`config.mk`:
```
export PLATFORM = sky130hd
export DESIGN_NAME = frtic_top
export DESIGN_NICKNAME = d
export VERILOG_FILES = /design/src/core/frtic_pkg.sv /design/src/core/frtic_capture_unit.sv /design/src/core/frtic_top.sv
export VERILOG_INCLUDE_DIRS = /design/src /design/src/core
export SDC_FILE = /design/constraint.sdc
export NUM_CORES = 1
export LEC_CHECK = 0
export ABC_AREA = 1
export BUFFER_PORTS_ARGS = -buffer_cell sky130_fd_sc_hd__buf_2
export CORE_MARGIN = 2
export CORE_UTILIZATION = 55
export DETAILED_ROUTE_END_ITERATION = 6
export PLACE_DENSITY = 0.76
export SLEW_MARGIN = 15
export SYNTH_ARGS = -nofsm -noshare
export SYNTH_HDL_FRONTEND = slang
export SYNTH_HIERARCHICAL = 1
export SYNTH_SLANG_ARGS = --single-unit
export TNS_END_PERCENT = 50
```
`constraint.sdc`:
```
create_clock -name mclk -period 1.7 [get_ports mclk]
set_input_delay 0.17 -clock mclk [delete_from_list [all_inputs] [get_ports mclk]]
set_output_delay 0.17 -clock mclk [all_outputs]
set_load 0.02 [all_outputs]
```
`src/core/frtic_params.svh`:
```
// frtic_params.svh: offsets, field positions, reset values and codes
// of the free-running timer with input capture.
// assumes a 32-bit avalon-mm slave with byte addresses.
`ifndef FRTIC_PARAMS_SVH
`define FRTIC_PARAMS_SVH

`define FRTIC_OFF_CTRL    8'h00
`define FRTIC_OFF_EDGE    8'h04
`define FRTIC_OFF_COUNT   8'h08
`define FRTIC_OFF_STATUS  8'h0c
`define FRTIC_OFF_MASK    8'h10
`define FRTIC_OFF_SVC     8'h14
`define FRTIC_OFF_VECNUM  8'h18
`define FRTIC_OFF_CAP0    8'h20
`define FRTIC_OFF_CAP1    8'h24
`define FRTIC_OFF_CAP2    8'h28
`define FRTIC_OFF_CAP3    8'h2c

`define FRTIC_CTRL_CLR_BIT 2
`define FRTIC_RST_DIVSEL   2'h0
`define FRTIC_RST_EDGE     8'h00
`define FRTIC_RST_FLAGS    5'h00
`define FRTIC_CNT_ZERO     16'h0000
`define FRTIC_CNT_MAX      16'hffff
`define FRTIC_PRE_ZERO     8'h00
`define FRTIC_PRE_STEP     8'h01
`define FRTIC_CNT_STEP     16'h0001

// prescaler terminal counts: divide mclk by 2, 4, 8, 16
`define FRTIC_DIV_TC0 8'h01
`define FRTIC_DIV_TC1 8'h03
`define FRTIC_DIV_TC2 8'h07
`define FRTIC_DIV_TC3 8'h0f

`define FRTIC_EDGE_OFF  2'h0
`define FRTIC_EDGE_RISE 2'h1
`define FRTIC_EDGE_FALL 2'h2
`define FRTIC_EDGE_BOTH 2'h3

`define FRTIC_NUM_OVF  8'h13
`define FRTIC_NUM_CAP0 8'h17
`define FRTIC_NUM_CAP1 8'h19
`define FRTIC_NUM_CAP2 8'h1e
`define FRTIC_NUM_NONE 8'h00
`define FRTIC_VEC_OVF  24'hffffb0
`define FRTIC_VEC_CAP0 24'hffffa0
`define FRTIC_VEC_CAP1 24'hffff98
`define FRTIC_VEC_CAP2 24'hffff84
`define FRTIC_VEC_NONE 24'h000000

`endif

```
`src/core/frtic_pkg.sv`:
```
// frtic_pkg.sv: types shared by the timer top and its capture units.
// assumes nothing beyond a systemverilog compiler.
package frtic_pkg;

  typedef enum logic {
    BUS_IDLE,
    BUS_ACK
  } frtic_bus_state_t;

  // result of one two-pin capture unit
  typedef struct packed {
    logic [1:0]       hit;
    logic [1:0][15:0] data;
  } frtic_cap_t;

endpackage

```
`src/core/frtic_capture_unit.sv`:
```
// frtic_capture_unit.sv: one input capture unit serving two pins.
// assumes pins already synchronous to mclk.
`timescale 1ns/100ps
`default_nettype none
`include "frtic_params.svh"
module frtic_capture_unit
  import frtic_pkg::*;
(
  // clock and reset
  input  wire logic        mclk,
  input  wire logic        srst,
  // pins and selection
  input  wire logic [1:0]  pin,
  input  wire logic [3:0]  edgeSel,
  // time base
  input  wire logic [15:0] count,
  // result
  output frtic_cap_t       cap
);

  logic [1:0] pinPrev_reg;
  logic       primed_reg;
  frtic_cap_t cap_reg;

  function automatic logic edgeHit(input logic prev, input logic cur,
                                   input logic [1:0] sel);
    logic rise;
    logic fall;
    rise = ~prev & cur;
    fall = prev & ~cur;
    unique case (sel)
      `FRTIC_EDGE_RISE: edgeHit = rise;
      `FRTIC_EDGE_FALL: edgeHit = fall;
      `FRTIC_EDGE_BOTH: edgeHit = rise | fall;
      `FRTIC_EDGE_OFF:  edgeHit = 1'b0;
    endcase
  endfunction

  // the first sample after reset only primes, so a high pin is no edge
  always_ff @(posedge mclk) begin
    if (srst) begin
      pinPrev_reg <= 2'h0;
      primed_reg  <= 1'b0;
    end else begin
      pinPrev_reg <= pin;
      primed_reg  <= 1'b1;
    end
  end

  always_ff @(posedge mclk) begin
    if (srst) begin
      cap_reg <= '0;
    end else begin
      for (int i = 0; i < 2; i++) begin
        cap_reg.hit[i] <= 1'b0;
        if (primed_reg && edgeHit(pinPrev_reg[i], pin[i], edgeSel[2*i +: 2])) begin
          cap_reg.data[i] <= count;
          cap_reg.hit[i]  <= 1'b1;
        end
      end
    end
  end

  assign cap = cap_reg;

endmodule
`default_nettype wire

```
`src/core/frtic_top.sv`:
```
// frtic_top.sv: free-running 16-bit timer with four capture channels,
// avalon-mm register slave, interrupt and io-service requests.
// assumes capture pins synchronous to mclk and a master that holds
// its request until waitrequest is sampled low.
//
// Register access over Avalon-MM and the register offsets are this design's own decisions.
`timescale 1ns/100ps
`default_nettype none
`include "frtic_params.svh"
module frtic_top
  import frtic_pkg::*;
(
  // clock and reset
  input  wire logic        mclk,
  input  wire logic        srst,
  // avalon-mm slave
  input  wire logic [7:0]  avs_address,
  input  wire logic        avs_read,
  input  wire logic        avs_write,
  input  wire logic [31:0] avs_writedata,
  input  wire logic [3:0]  avs_byteenable,
  output logic [31:0]      avs_readdata,
  output logic             avs_waitrequest,
  // capture pins
  input  wire logic [3:0]  capPin,
  // interrupt requests
  output logic             irq,
  output logic [3:0]       irqLine,
  output logic [7:0]       intNum,
  output logic [23:0]      intVec,
  // intelligent io service
  output logic [4:0]       ioSvcReq,
  input  wire logic [4:0]  ioSvcAck
);

  frtic_bus_state_t busState_reg;
  logic             waitReq_reg;
  logic [31:0]      readData_reg;

  logic [1:0]       divSel_reg;
  logic [7:0]       edgeSel_reg;
  logic [4:0]       mask_reg;
  logic [4:0]       svcEn_reg;
  logic [4:0]       status_reg;
  logic [4:0]       status_next;

  logic [7:0]       prescale_reg;
  logic [15:0]      count_reg;

  logic             irq_reg;
  logic [3:0]       irqLine_reg;
  logic [7:0]       intNum_reg;
  logic [23:0]      intVec_reg;
  logic [4:0]       ioSvcReq_reg;

  logic             busReq;
  logic             access;
  logic             wrAcc;
  logic             rdAcc;
  logic [7:0]       addrOff;
  logic             tick;
  logic             clrCnt;
  logic             ovfEvt;
  logic [4:0]       events;
  logic [4:0]       rdClear;
  logic [4:0]       pending;
  frtic_cap_t       capLo;
  frtic_cap_t       capHi;
  logic [3:0][15:0] capData;

  // prescaler terminal count for the selected ratio
  function automatic logic [7:0] divTc(input logic [1:0] sel);
    unique case (sel)
      2'h0: divTc = `FRTIC_DIV_TC0;
      2'h1: divTc = `FRTIC_DIV_TC1;
      2'h2: divTc = `FRTIC_DIV_TC2;
      2'h3: divTc = `FRTIC_DIV_TC3;
    endcase
  endfunction

  // write of the selected register with byte lane 0 enabled
  function automatic logic wrLow(input logic acc, input logic [7:0] off,
                                 input logic [7:0] reg_off, input logic be0);
    wrLow = acc && (off == reg_off) && be0;
  endfunction

  assign busReq  = avs_read | avs_write;
  assign addrOff = {avs_address[7:2], 2'h0};
  assign access  = (busState_reg == BUS_ACK) && busReq;
  assign wrAcc   = access && avs_write;
  assign rdAcc   = access && avs_read;

  // bus handshake: every access answers on the second edge
  always_ff @(posedge mclk) begin
    if (srst) begin
      busState_reg <= BUS_IDLE;
    end else begin
      unique case (busState_reg)
        BUS_IDLE: begin
          if (busReq) begin
            busState_reg <= BUS_ACK;
          end
        end
        BUS_ACK: begin
          busState_reg <= BUS_IDLE;
        end
      endcase
    end
  end

  always_ff @(posedge mclk) begin
    if (srst) begin
      waitReq_reg <= 1'b1;
    end else begin
      waitReq_reg <= !((busState_reg == BUS_IDLE) && busReq);
    end
  end

  // read data are latched one edge before the access edge and stand there
  always_ff @(posedge mclk) begin
    if (srst) begin
      readData_reg <= 32'h0;
    end else if ((busState_reg == BUS_IDLE) && avs_read) begin
      unique case (addrOff)
        `FRTIC_OFF_CTRL:   readData_reg <= {30'h0, divSel_reg};
        `FRTIC_OFF_EDGE:   readData_reg <= {24'h0, edgeSel_reg};
        `FRTIC_OFF_COUNT:  readData_reg <= {16'h0, count_reg};
        `FRTIC_OFF_STATUS: readData_reg <= {27'h0, status_reg};
        `FRTIC_OFF_MASK:   readData_reg <= {27'h0, mask_reg};
        `FRTIC_OFF_SVC:    readData_reg <= {27'h0, svcEn_reg};
        `FRTIC_OFF_VECNUM: readData_reg <= {intVec_reg, intNum_reg};
        `FRTIC_OFF_CAP0:   readData_reg <= {16'h0, capData[0]};
        `FRTIC_OFF_CAP1:   readData_reg <= {16'h0, capData[1]};
        `FRTIC_OFF_CAP2:   readData_reg <= {16'h0, capData[2]};
        `FRTIC_OFF_CAP3:   readData_reg <= {16'h0, capData[3]};
        default:           readData_reg <= 32'h0;
      endcase
    end
  end

  // control registers
  always_ff @(posedge mclk) begin
    if (srst) begin
      divSel_reg <= `FRTIC_RST_DIVSEL;
    end else if (wrLow(wrAcc, addrOff, `FRTIC_OFF_CTRL, avs_byteenable[0])) begin
      divSel_reg <= avs_writedata[1:0];
    end
  end

  always_ff @(posedge mclk) begin
    if (srst) begin
      edgeSel_reg <= `FRTIC_RST_EDGE;
    end else if (wrLow(wrAcc, addrOff, `FRTIC_OFF_EDGE, avs_byteenable[0])) begin
      edgeSel_reg <= avs_writedata[7:0];
    end
  end

  always_ff @(posedge mclk) begin
    if (srst) begin
      mask_reg <= `FRTIC_RST_FLAGS;
    end else if (wrLow(wrAcc, addrOff, `FRTIC_OFF_MASK, avs_byteenable[0])) begin
      mask_reg <= avs_writedata[4:0];
    end
  end

  always_ff @(posedge mclk) begin
    if (srst) begin
      svcEn_reg <= `FRTIC_RST_FLAGS;
    end else if (wrLow(wrAcc, addrOff, `FRTIC_OFF_SVC, avs_byteenable[0])) begin
      svcEn_reg <= avs_writedata[4:0];
    end
  end

  // prescaler and free-running counter
  assign clrCnt = wrLow(wrAcc, addrOff, `FRTIC_OFF_CTRL, avs_byteenable[0])
                  && avs_writedata[`FRTIC_CTRL_CLR_BIT];
  assign tick   = (prescale_reg == divTc(divSel_reg));
  assign ovfEvt = tick && (count_reg == `FRTIC_CNT_MAX) && !clrCnt;

  // a ratio change mid-period takes effect at once against the running count,
  // so a smaller ratio may run one long period first
  always_ff @(posedge mclk) begin
    if (srst || clrCnt || tick) begin
      prescale_reg <= `FRTIC_PRE_ZERO;
    end else begin
      prescale_reg <= prescale_reg + `FRTIC_PRE_STEP;
    end
  end

  always_ff @(posedge mclk) begin
    if (srst || clrCnt) begin
      count_reg <= `FRTIC_CNT_ZERO;
    end else if (tick) begin
      count_reg <= count_reg + `FRTIC_CNT_STEP;
    end
  end

  // two capture units share the counter
  frtic_capture_unit u_capLo (
    .mclk    (mclk),
    .srst    (srst),
    .pin     (capPin[1:0]),
    .edgeSel (edgeSel_reg[3:0]),
    .count   (count_reg),
    .cap     (capLo)
  );

  frtic_capture_unit u_capHi (
    .mclk    (mclk),
    .srst    (srst),
    .pin     (capPin[3:2]),
    .edgeSel (edgeSel_reg[7:4]),
    .count   (count_reg),
    .cap     (capHi)
  );

  assign capData = {capHi.data, capLo.data};

  // status: bit0 overflow, bits 1..4 capture channels 0..3
  assign events = {capHi.hit, capLo.hit, ovfEvt};

  // only bits the read actually returned are cleared, so an event that
  // lands between the data latch and the access edge is kept
  assign rdClear = (rdAcc && (addrOff == `FRTIC_OFF_STATUS)) ? readData_reg[4:0] : 5'h0;

  // set wins over clear for every source
  assign status_next = (status_reg & ~(rdClear | (ioSvcAck & svcEn_reg))) | events;

  always_ff @(posedge mclk) begin
    if (srst) begin
      status_reg <= `FRTIC_RST_FLAGS;
    end else begin
      status_reg <= status_next;
    end
  end

  // sources routed to the io service do not disturb the processor
  assign pending = status_reg & mask_reg & ~svcEn_reg;

  always_ff @(posedge mclk) begin
    if (srst) begin
      irq_reg      <= 1'b0;
      irqLine_reg  <= 4'h0;
      ioSvcReq_reg <= 5'h0;
    end else begin
      irq_reg        <= |pending;
      irqLine_reg[0] <= pending[0];
      irqLine_reg[1] <= pending[1];
      irqLine_reg[2] <= pending[2];
      irqLine_reg[3] <= pending[3] | pending[4];
      ioSvcReq_reg   <= status_reg & svcEn_reg;
    end
  end

  // highest-priority pending request: lower number wins
  always_ff @(posedge mclk) begin
    if (srst) begin
      intNum_reg <= `FRTIC_NUM_NONE;
      intVec_reg <= `FRTIC_VEC_NONE;
    end else if (pending[0]) begin
      intNum_reg <= `FRTIC_NUM_OVF;
      intVec_reg <= `FRTIC_VEC_OVF;
    end else if (pending[1]) begin
      intNum_reg <= `FRTIC_NUM_CAP0;
      intVec_reg <= `FRTIC_VEC_CAP0;
    end else if (pending[2]) begin
      intNum_reg <= `FRTIC_NUM_CAP1;
      intVec_reg <= `FRTIC_VEC_CAP1;
    end else if (pending[3] || pending[4]) begin
      intNum_reg <= `FRTIC_NUM_CAP2;
      intVec_reg <= `FRTIC_VEC_CAP2;
    end else begin
      intNum_reg <= `FRTIC_NUM_NONE;
      intVec_reg <= `FRTIC_VEC_NONE;
    end
  end

  assign avs_readdata    = readData_reg;
  assign avs_waitrequest = waitReq_reg;
  assign irq             = irq_reg;
  assign irqLine         = irqLine_reg;
  assign intNum          = intNum_reg;
  assign intVec          = intVec_reg;
  assign ioSvcReq        = ioSvcReq_reg;

endmodule
`default_nettype wire

```
==> results.sh, run 1 <==
export IMPL_layoutNonFillerInstCount=1484
export IMPL_r2r_start="count_reg[1]"
export IMPL_numCtsBuffers=17
export IMPL_path_max_fanout=33
export IMPL_ctsLongestPathBuffers=2
export IMPL_placed_cells=1446
export IMPL_ir_worst_vdd_mv=0.628
export IMPL_grt_max_degree=34
export IMPL_setup_viol_count_final=0
export IMPL_endpoint_kind="flip-flop"
export IMPL_insertion_delay_ps=430
export IMPL_reg2reg_depth=7
export IMPL_hold_violations=0
export IMPL_ys_seq_area_share_pct=39.8
export IMPL_syn_avg_cell_area_sq_um=6.76
export IMPL_overflow=0
export IMPL_clock_sinks=161
export IMPL_fin_nets=1354
export IMPL_antenna_found_initial=0
export IMPL_p_per_area_mw_per_mm2=868
export IMPL_min_period_over_period_pct=89.6
export IMPL_die_h_um=125
export IMPL_report_final_slew_viol_count=0
export IMPL_num_fill_cells=1254
export IMPL_ys_ff_latch=161
export IMPL_dp_hpwl_mm=15.0
export IMPL_skew_ps=8.81
export IMPL_root_buffer="clkbuf_16"
export IMPL_syn_area_sq_mm=0.00809
export IMPL_synth_edf_count=0
export IMPL_globalplace_congestion=0.897
export IMPL_cts_tree="done"
export IMPL_p_total_mw=8.21
export IMPL_critPathArrivalTime_ps=1830
export IMPL_cap_viol_max_count=0
export IMPL_grt_pass1_vias=7346
export IMPL_period_minus_slack_ps=1520
export IMPL_yosys_warnings=6
export IMPL_area_delta_synth_final_pct=17.0
export IMPL_worstReg2RegEnd="count_reg[14]"
export IMPL_critPathCapture="u_capHi/cap[7]"
export IMPL_cp_start_kind="input pin"
export IMPL_synth_cell_types=34
export IMPL_worstSetupPathType="input pin to flip-flop"
export IMPL_io_buffers=96
export IMPL_worstPathRequired_ps=2010
export IMPL_dieWidth_um=125
export IMPL_synth_cells=1198
export IMPL_ant_nets=0
export IMPL_hold_path_class="input pin to flip-flop"
export IMPL_routed_wl_mm=21.8
export IMPL_start_util_pct=55.9
export IMPL_cts_setup_buffers=0
export IMPL_grt_usage_pct=27.9
export IMPL_rsz0062_at_grt="false"
export IMPL_drive_above_1_share_pct=16.8
export IMPL_status="finished clean"
export IMPL_rows=44
export IMPL_r2r_slack_ps=200
export IMPL_antennaDiodeCount=0
export IMPL_num_io_pins=132
export IMPL_leakage_nw=4.21
export IMPL_dr_pass1_iters=6
export IMPL_routed_via_density=5.40
export IMPL_core_area_sq_mm=0.0145
export IMPL_whs_ps=1.45
export IMPL_grt_pass1_wl_mm=35.5
export IMPL_synthFlopType="dfxtp_1"
export IMPL_drc=0
export IMPL_drt_wirelength_per_cell_um=14.7
export IMPL_h_tree_depth=4
export IMPL_cp_startpoint="capPin[2]"
export IMPL_drtIter0Drc=793
export IMPL_worst_slew_pin_slew_ps=506
export IMPL_fp_dieArea_sq_mm=0.0157
export IMPL_vias=8019
export IMPL_async_reset_ff_share_pct=0
export IMPL_final_util_pct=65.4
export IMPL_clock_fmax_mhz=657
export IMPL_max_slew_margin_pct=66.1
export IMPL_timing_setup_tns_ps=0
export IMPL_path_clk_slew_ps=60
-- cells in the mapped netlist, types with 2 or more instances --
cell type    n  area share (%)
nand2_1    289              13
dfxtp_1    161              40
nor2_1     161             7.5
a21oi_1    124             7.7
nand3_1    119             7.4
inv_1      116             5.4
buf_4       53             4.9
o21ai_0     31             1.9
buf_2       24             1.5
nand4_1     21             1.6
nor3_1      16            0.99
nor2_2      11            0.85
ha_1        10             1.5
xor2_1      10             1.1
inv_2        9            0.42
clkbuf_1     7            0.32
buf_1        5            0.23
nand3_2      5            0.62
a21oi_4      4            0.80
xnor2_1      4            0.43
a22oi_1      2            0.19
and3_1       2            0.15
o21ai_1      2            0.12
or2_2        2            0.15
-- worst min-delay path by stage --
stage	startpoint	end	slack, ps	depth (start not counted)
CTS	capPin[1]	u_capLo/pinPrev_reg[1]	2	3
global route	avs_writedata[3]	edgeSel_reg[3]	30	3
global placement	avs_writedata[7]	edgeSel_reg[7]	390	3
floorplan	srst	u_capHi/cap[32]	240	1
detailed placement	avs_writedata[5]	edgeSel_reg[5]	400	3
finish	capPin[1]	u_capLo/pinPrev_reg[1]	1	3
-- power breakdown --
group | leakage (nW) | internal, mW | switching [mW]
clock network | 0.292 | 2.22 | 1.62
logic | 2.61 | 0.175 | 0.369
registers | 1.30 | 3.80 | 0.0224
-- layer usage --
metal | vias up | GRT usage, % | part of all wire, %
li1 | 3970 | - | -
met1 | 3630 | 36.4 | 43
met5 | - | 0 | 0
met4 | 0 | 10.1 | 2.3
met2 | 366 | 47.0 | 47
met3 | 53 | 4.28 | 8.1
-- layout by cell type, fill, tap and decap left out, types with 4 or more instances in the layout --
cell type / synthesis / final
xor2_1: 10 / 10
inv_1: 116 / 116
nor2_2: 11 / 10
ha_1: 10 / 10
dlygate4sd3_1: 0 / 6
a21oi_1: 124 / 124
a21oi_4: 4 / 4
dfxtp_1: 161 / 158
clkinv_2: 0 / 4
o21ai_0: 31 / 30
inv_2: 9 / 9
conb_1: 1 / 6
nor2_1: 161 / 161
inv_6: 0 / 7
clkbuf_16: 0 / 17
xnor2_1: 4 / 4
nand3_1: 119 / 119
nand3_2: 5 / 5
nor3_1: 16 / 15
nand2_1: 289 / 289
buf_12: 0 / 12
buf_4: 53 / 39
nand4_1: 21 / 21
buf_2: 24 / 96
-- cell families (layout without fill, tap and decap cells) --
| kind of cell | count (synthesis) | in the layout | synth area share [%] |
|---|---|---|---|
| compound gates | 166 | 166 | 11.0 |
| xor+xnor | 14 | 14 | 1.51 |
| fa+ha+maj | 10 | 10 | 1.55 |
| buf+inv | 215 | 312 | 12.8 |
| flops | 161 | 161 | 39.8 |
| other cells | 1 | 6 | 0.0463 |
| simple gates | 631 | 631 | 33.3 |
-- layout make-up --
cell class | count | area, sq um | share of cell area [%]
repair buffers | 154 | 1080 | 11.5
clock inverters | 14 | 149 | 1.57
inverters | 126 | 473 | 5.00
clock buffers | 18 | 439 | 4.64
well taps | 184 | 230 | 2.43
multi-input cells | 827 | 3860 | 40.8
flip-flops and latches | 161 | 3230 | 34.1
-- worst max-delay path, stage by stage --
cell and delay (ps):
dlygate4sd3_1 550, buf_2 130, inv_1 50, ha_1 280, inv_1 50, nand2_1 50
nand3_2 100, buf_12 190, nand3_1 110, nand2_1 90, nor2_1 50
-- repair_timing --
action / CTS / global route
gates resized for setup: 0 / 7
endpoints found under the hold margin: 6 / 0
hold buffers: 6 / 0
setup endpoints to repair: 0 / 13
-- metrics by stage --
stage,instance area [sq um],setup WS [ps]
3_3_place_gp,8800,130
3_5_place_dp,8800,96.0
4_1_cts,9450,116
2_1_floorplan,8110,334
6_report,9470,178
5_1_grt,9470,12.0
Note: power is estimated with default switching activity, not from simulation.
==> run 2: changes to the inputs <==
CORE_ASPECT_RATIO = 1.4   (was unset)
==> run 2 against run 1 <==
Against the previous run:
- core utilization is 0.27 points lower
- cell count barely moved
- via count fell by 0.24%
- non-clock buffer count is 4 lower
- hold slack better by 15 ps
- worst setup slack got worse by 15 ps
- critical path type is now flip-flop to flip-flop
- sequential share of layout area is 0.21 points higher
- global-route usage is 0.15 points higher
- combinational power about the same
- power decreased by 1.1%
- register-to-register slack lost 40 ps
==> results.sh, run 2 (synthesis gave the netlist of run 1 again) <==
export IMPL_status="finished clean"
export IMPL_cp_start_kind="flip-flop"
export IMPL_period_minus_slack_ps=1540
export IMPL_antennaDiodeCount=0
export IMPL_dp_hpwl_mm=15.5
export IMPL_ctsLongestPathBuffers=2
export IMPL_fp_dieArea_sq_mm=0.0157
export IMPL_clock_fmax_mhz=650
export IMPL_hold_path_startpoint="capPin[2]"
export IMPL_globalplace_congestion=0.925
export IMPL_grt_max_degree=34
export IMPL_dieWidth_um=107
export IMPL_grt_usage_pct=28.0
export IMPL_io_buffers=96
export IMPL_numCtsBuffers=17
export IMPL_area_delta_synth_final_pct=16.2
export IMPL_skew_ps=11.9
export IMPL_worstPathRequired_ps=2060
export IMPL_worstSetupPathType="flip-flop to flip-flop"
export IMPL_r2r_slack_ps=160
export IMPL_critPathArrivalTime_ps=1900
export IMPL_min_period_over_period_pct=90.4
export IMPL_path_max_fanout=7
export IMPL_die_h_um=148
export IMPL_p_int_mw=6.10
export IMPL_cts_setup_buffers=0
export IMPL_drt_wirelength_per_cell_um=14.7
export IMPL_rsz0062_at_grt="false"
export IMPL_root_buffer="clkbuf_16"
export IMPL_drive_above_1_share_pct=16.5
export IMPL_power_frac_seq_pct=47.1
export IMPL_start_util_pct=56.0
export IMPL_r2r_start="count_reg[3]"
export IMPL_timing_setup_tns_ps=0
export IMPL_grt_pass1_wl_mm=35.2
export IMPL_cp_startpoint="count_reg[3]"
export IMPL_seqCellArea_sq_mm=0.00323
export IMPL_num_io_pins=132
export IMPL_leakage_nw=4.16
export IMPL_vias=8000
export IMPL_clock_sinks=161
export IMPL_hold_violations=0
export IMPL_reg2reg_depth=7
export IMPL_antenna_found_initial=0
export IMPL_rows=52
export IMPL_num_fill_cells=1331
export IMPL_switching_share_pct=24.9
export IMPL_overflow=0
export IMPL_ir_worst_vdd_mv=0.397
export IMPL_routed_wl_mm=21.8
export IMPL_cts_tree="done"
export IMPL_hold_path_class="input pin to flip-flop"
export IMPL_p_comb_share_pct=6.7
export IMPL_layout_commonest_cell="nand2_1"
export IMPL_cap_viol_max_count=0
export IMPL_p_switching_mw=2.02
export IMPL_multi_input_area_sq_mm=0.00386
export IMPL_setup_viol_count_final=0
export IMPL_p_per_area_mw_per_mm2=863
export IMPL_path_clk_slew_ps=60
export IMPL_final_util_pct=65.1
export IMPL_clock_power_share_pct=46.2
export IMPL_final_cell_mix="288 x nand2_1, 161 x nor2_1, 159 x dfxtp_1"
export IMPL_routed_via_density=5.39
export IMPL_dr_pass1_iters=6
export IMPL_core_area_sq_mm=0.0144
export IMPL_insertion_delay_ps=430
export IMPL_min_to="u_capHi/pinPrev_reg[0]"
export IMPL_drtIter0Drc=739
export IMPL_h_tree_depth=4
export IMPL_grt_pass1_vias=7270
export IMPL_ant_nets=0
export IMPL_fin_nets=1350
export IMPL_worstReg2RegEnd="count_reg[15]"
export IMPL_endpoint_kind="flip-flop"
export IMPL_report_final_slew_viol_count=0
export IMPL_min_path_cells=3
export IMPL_drc=0
==> run 2: how the worst max path moves through the flow <==
| stage | endpoint | slack (ps) | cells after the start |
|---|---|---|---|
| floorplan | count_reg[14] | 330 | 7 |
| global placement | mask_reg[1] | 120 | 9 |
| detailed placement | mask_reg[4] | 50 | 8 |
| CTS | status_reg[0] | 120 | 9 |
| global route | status_reg[0] | 20 | 8 |
| finish | count_reg[15] | 160 | 7 |
==> run 2: final cells by class <==
type	instances	area share (%)
multi-input cells	827	41.1
clock inverters	12	1.29
well taps	189	2.51
inverters	126	5.03
flip-flops and latches	161	34.3
clock buffers	20	4.86
repair buffers	150	10.9
==> run 2: power by group through the flow <==
stage | Sequential, mW | Clock (mW) | Combinational, mW
6_report | 3.83 | 3.75 | 0.541
5_1_grt | 3.83 | 3.96 | 0.599
4_1_cts | 3.83 | 3.79 | 0.532
3_5_place_dp | 3.91 | 0 | 0.517
3_3_place_gp | 3.91 | 0 | 0.507
2_1_floorplan | 3.91 | 0 | 0.319
==> run 2: worst max-delay path, cell delays in order (launching register included) <==
cell and delay [ps]:
dfxtp_1 460, nand2_1 160, nor2_1 200, nand2_1 110, nor2_1 200, xor2_1 160
nand2_1 60, a21oi_1 120
==> run 2: routing by layer <==
layer	track usage (%)	vias to the layer above	routed length (um)
met2	47.3	362	10700
met5	0	-	0
met4	15.3	0	945
li1	-	3962	-
met1	34.2	3608	8550
met3	4.28	68	1640
==> run 2: through the flow <==
step | power [mW] | hold WS (ps) | cell area (sq um) | worst slack (ps) | cells
after floorplan | 4.23 | 242 | 8110 | 334 | 1203
after global placement | 4.42 | 400 | 8750 | 118 | 1447
after detailed placement | 4.43 | 417 | 8750 | 54.2 | 1447
after CTS | 8.15 | 7.06 | 9390 | 121 | 1485
after global routing | 8.38 | 39.6 | 9400 | 23.5 | 1485
final | 8.12 | 16.0 | 9400 | 163 | 1485
==> run 2: repair_timing <==
action                                  in CTS  in global routing
gates resized for setup                      0                  5
endpoints found under the hold margin        6                  0
endpoints found under the setup margin       0                 20
hold buffers                                 6                  0
==> run 3: changes to the inputs <==
ABC_AREA = unset   (was 1)
PLACE_DENSITY = 0.77   (was 0.76)
==> run 3 against run 2 <==
Against the previous run:
- area after synthesis shrank 9.3%
- the flow now finishes with violations (setup timing)
- non-clock buffer count increased by 50
- largest power group is now the clock network
- highest routed layer unchanged
- critical endpoint is now count_reg[8]
- power up 1.0%
- critical path type unchanged
- clock power increased by 5%
==> results.sh, run 3 <==
export IMPL_status="complete, but fails checks"
export IMPL_failed_checks="setup timing"
export IMPL_rows=50
export IMPL_cap_viol_max_count=0
export IMPL_dr_pass1_iters=5
export IMPL_rsz0062_at_grt="true"
export IMPL_synthFlopType="dfxtp_1"
export IMPL_max_slew_margin_pct=54.3
export IMPL_min_period_over_period_pct=119
export IMPL_hold_violations=0
export IMPL_antenna_found_initial=0
export IMPL_ys_ff_latch=161
export IMPL_synthTopCellsByCount="161 x dfxtp_1, 159 x nand2_1, 94 x mux2i_1"
export IMPL_final_cell_mix="160 x dfxtp_1, 157 x nand2_1, 96 x buf_2"
export IMPL_r2r_start="prescale_reg[1]"
export IMPL_path_max_fanout=7
export IMPL_leakage_nw=3.93
export IMPL_ctsLongestPathBuffers=2
export IMPL_cts_tree="done"
export IMPL_worstReg2RegEnd="count_reg[8]"
export IMPL_path_delay_family="simple AND/OR/NAND/NOR gates"
export IMPL_dp_slack_ps=-382
export IMPL_r2r_slack_ps=-320
export IMPL_min_to="u_capLo/pinPrev_reg[0]"
export IMPL_hold_path_class="input pin to flip-flop"
export IMPL_synth_cell_types=64
export IMPL_ys_seq_area_share_pct=43.9
export IMPL_grt_pass1_wl_mm=32.5
export IMPL_io_buffers=96
export IMPL_overflow=0
export IMPL_synth_top_area_share_pct=43.9
export IMPL_p_per_area_mw_per_mm2=889
export IMPL_worstSetupPathType="flip-flop to flip-flop"
export IMPL_whs_ps=16.3
export IMPL_layout_commonest_cell="dfxtp_1"
export IMPL_synth_top_area_cell="dfxtp_1"
export IMPL_drc=0
export IMPL_syn_area_sq_mm=0.00734
export IMPL_die_h_um=141
export IMPL_synth_edf_count=0
export IMPL_dp_hpwl_mm=14.7
export IMPL_grt_max_degree=43
export IMPL_routed_via_density=5.69
export IMPL_period_minus_slack_ps=2020
export IMPL_fp_dieArea_sq_mm=0.0143
export IMPL_globalplace_congestion=0.964
export IMPL_reg2reg_depth=5
export IMPL_core_area_sq_mm=0.0132
export IMPL_finalWorstSetupSlack_ps=-322
export IMPL_drtIter0Drc=432
export IMPL_grt_usage_pct=29.2
export IMPL_insertion_delay_ps=440
export IMPL_num_io_pins=132
export IMPL_root_buffer="clkbuf_16"
export IMPL_fin_nets=1024
export IMPL_synth_cells=811
export IMPL_cp_startpoint="prescale_reg[1]"
export IMPL_placed_area_sq_mm=0.00837
export IMPL_async_reset_ff_share_pct=0
export IMPL_antennaDiodeCount=0
export IMPL_ir_worst_vdd_mv=0.667
export IMPL_syn_avg_cell_area_sq_um=9.05
export IMPL_worstPathRequired_ps=2070
export IMPL_worst_slew_pin_slew_ps=685
export IMPL_path_clk_slew_ps=70
export IMPL_ant_nets=0
export IMPL_area_delta_synth_final_pct=25.7
export IMPL_h_tree_depth=4
export IMPL_grt_pass1_vias=6491
export IMPL_routed_wl_mm=20.5
export IMPL_skew_ps=10.4
export IMPL_numCtsBuffers=17
export IMPL_start_util_pct=55.6
export IMPL_yosysMostFrequentCell="dfxtp_1"
export IMPL_drt_wirelength_per_cell_um=17.8
export IMPL_path_cells="or4_4 > a21o_4 > a21o_4 > or4_4 > a21oi_2"
export IMPL_critPathArrivalTime_ps=2390
export IMPL_yosys_warnings=6
export IMPL_cpMaxStageDelayCell="or4_4"
export IMPL_ys_top_cells_by_area="dfxtp_1 44%, mux2i_1 13%, nand2_1 8.1%, buf_4 3.9%, nor2_1 3.3%"
export IMPL_drive_above_1_share_pct=27.2
export IMPL_cpPeakStageDelay_ps=520
export IMPL_cp_num_buf_inv=0
export IMPL_vias=6555
export IMPL_cp_start_kind="flip-flop"
export IMPL_dieWidth_um=102
export IMPL_hold_path_startpoint="capPin[0]"
export IMPL_report_final_slew_viol_count=0
export IMPL_clock_sinks=161
export IMPL_min_path_cells=3
export IMPL_clock_fmax_mhz=494
export IMPL_setup_viol_count_final=23
export IMPL_p_total_mw=8.20
export IMPL_endpoint_kind="flip-flop"
export IMPL_design_area_sq_mm=0.00923
==> run 3: what timing repair did <==
action	CTS	global route
pin swaps	9	4
gates cloned	1	0
setup buffers	4	2
endpoints found under the hold margin	6	0
endpoints found under the setup margin	25	27
gates resized for setup	19	11
hold buffers	6	0
==> run 3: final cells by class <==
cell class / instances / area (sq um)
Clock inverter: 14 / 165
Timing Repair Buffer: 200 / 1360
Fill cell: 977 / 3970
Clock buffer: 18 / 439
Sequential cell: 161 / 3220
Multi-Input combinational cell: 561 / 3750
Tap cell: 182 / 228
Inverter: 16 / 60.1
==> run 3: how the worst max path moves through the flow <==
stage / end / slack (ps) / cells after the start
3_5_place_dp: count_reg[11] / -380 / 5
3_3_place_gp: count_reg[8] / -340 / 5
6_report: count_reg[8] / -320 / 5
4_1_cts: count_reg[11] / -310 / 5
2_1_floorplan: count_reg[8] / -290 / 6
5_1_grt: count_reg[15] / -380 / 8
==> run 3: cells by family after synthesis <==
| family | synth area share [%] |
|---|---|
| DFF | 43.9 |
| muxes | 13.6 |
| adders and majority gates | 1.70 |
| AOI/OAI and AO/OA | 12.6 |
| other | 0.0511 |
| buffers and inverters | 7.48 |
| xor gates and xnor gates | 1.19 |
| and+or+nand+nor | 19.5 |
==> run 3: metrics by stage <==
stage	std cells	setup TNS [ps]	utilization, %
after CTS	1150	-3270	69.4
after floorplan	816	-3780	-
after global placement	1108	-8260	63.4
final	1152	-3700	69.9
after global routing	1152	-5260	69.9
after detailed placement	1108	-8830	63.4
==> run 3: power breakdown <==
part	switching, mW	total, mW	internal (mW)
logic	0.282	0.477	0.195
registers	0.0149	3.81	3.79
clock network	1.67	3.92	2.25
total	1.96	8.20	6.24
==> run 3: worst reg2reg max path, delay by kind of cell, from the launching register on <==
family	cells	cell delay, ps
AND/OR/NAND/NOR	2	1000
AO/OA/AOI/OAI	3	640
flip-flops	1	320
==> run 3: metal layers <==
layer  wire (um)  part of all wire (%)  track usage, %  vias to the layer above
li1            -                     -               -                     3108
met2       10600                    51            50.7                      240
met5           0                     0               0                        -
met3        1120                   5.4            5.65                       67
met1        7990                    39            32.9                     3140
met4         858                   4.2            15.6                        0
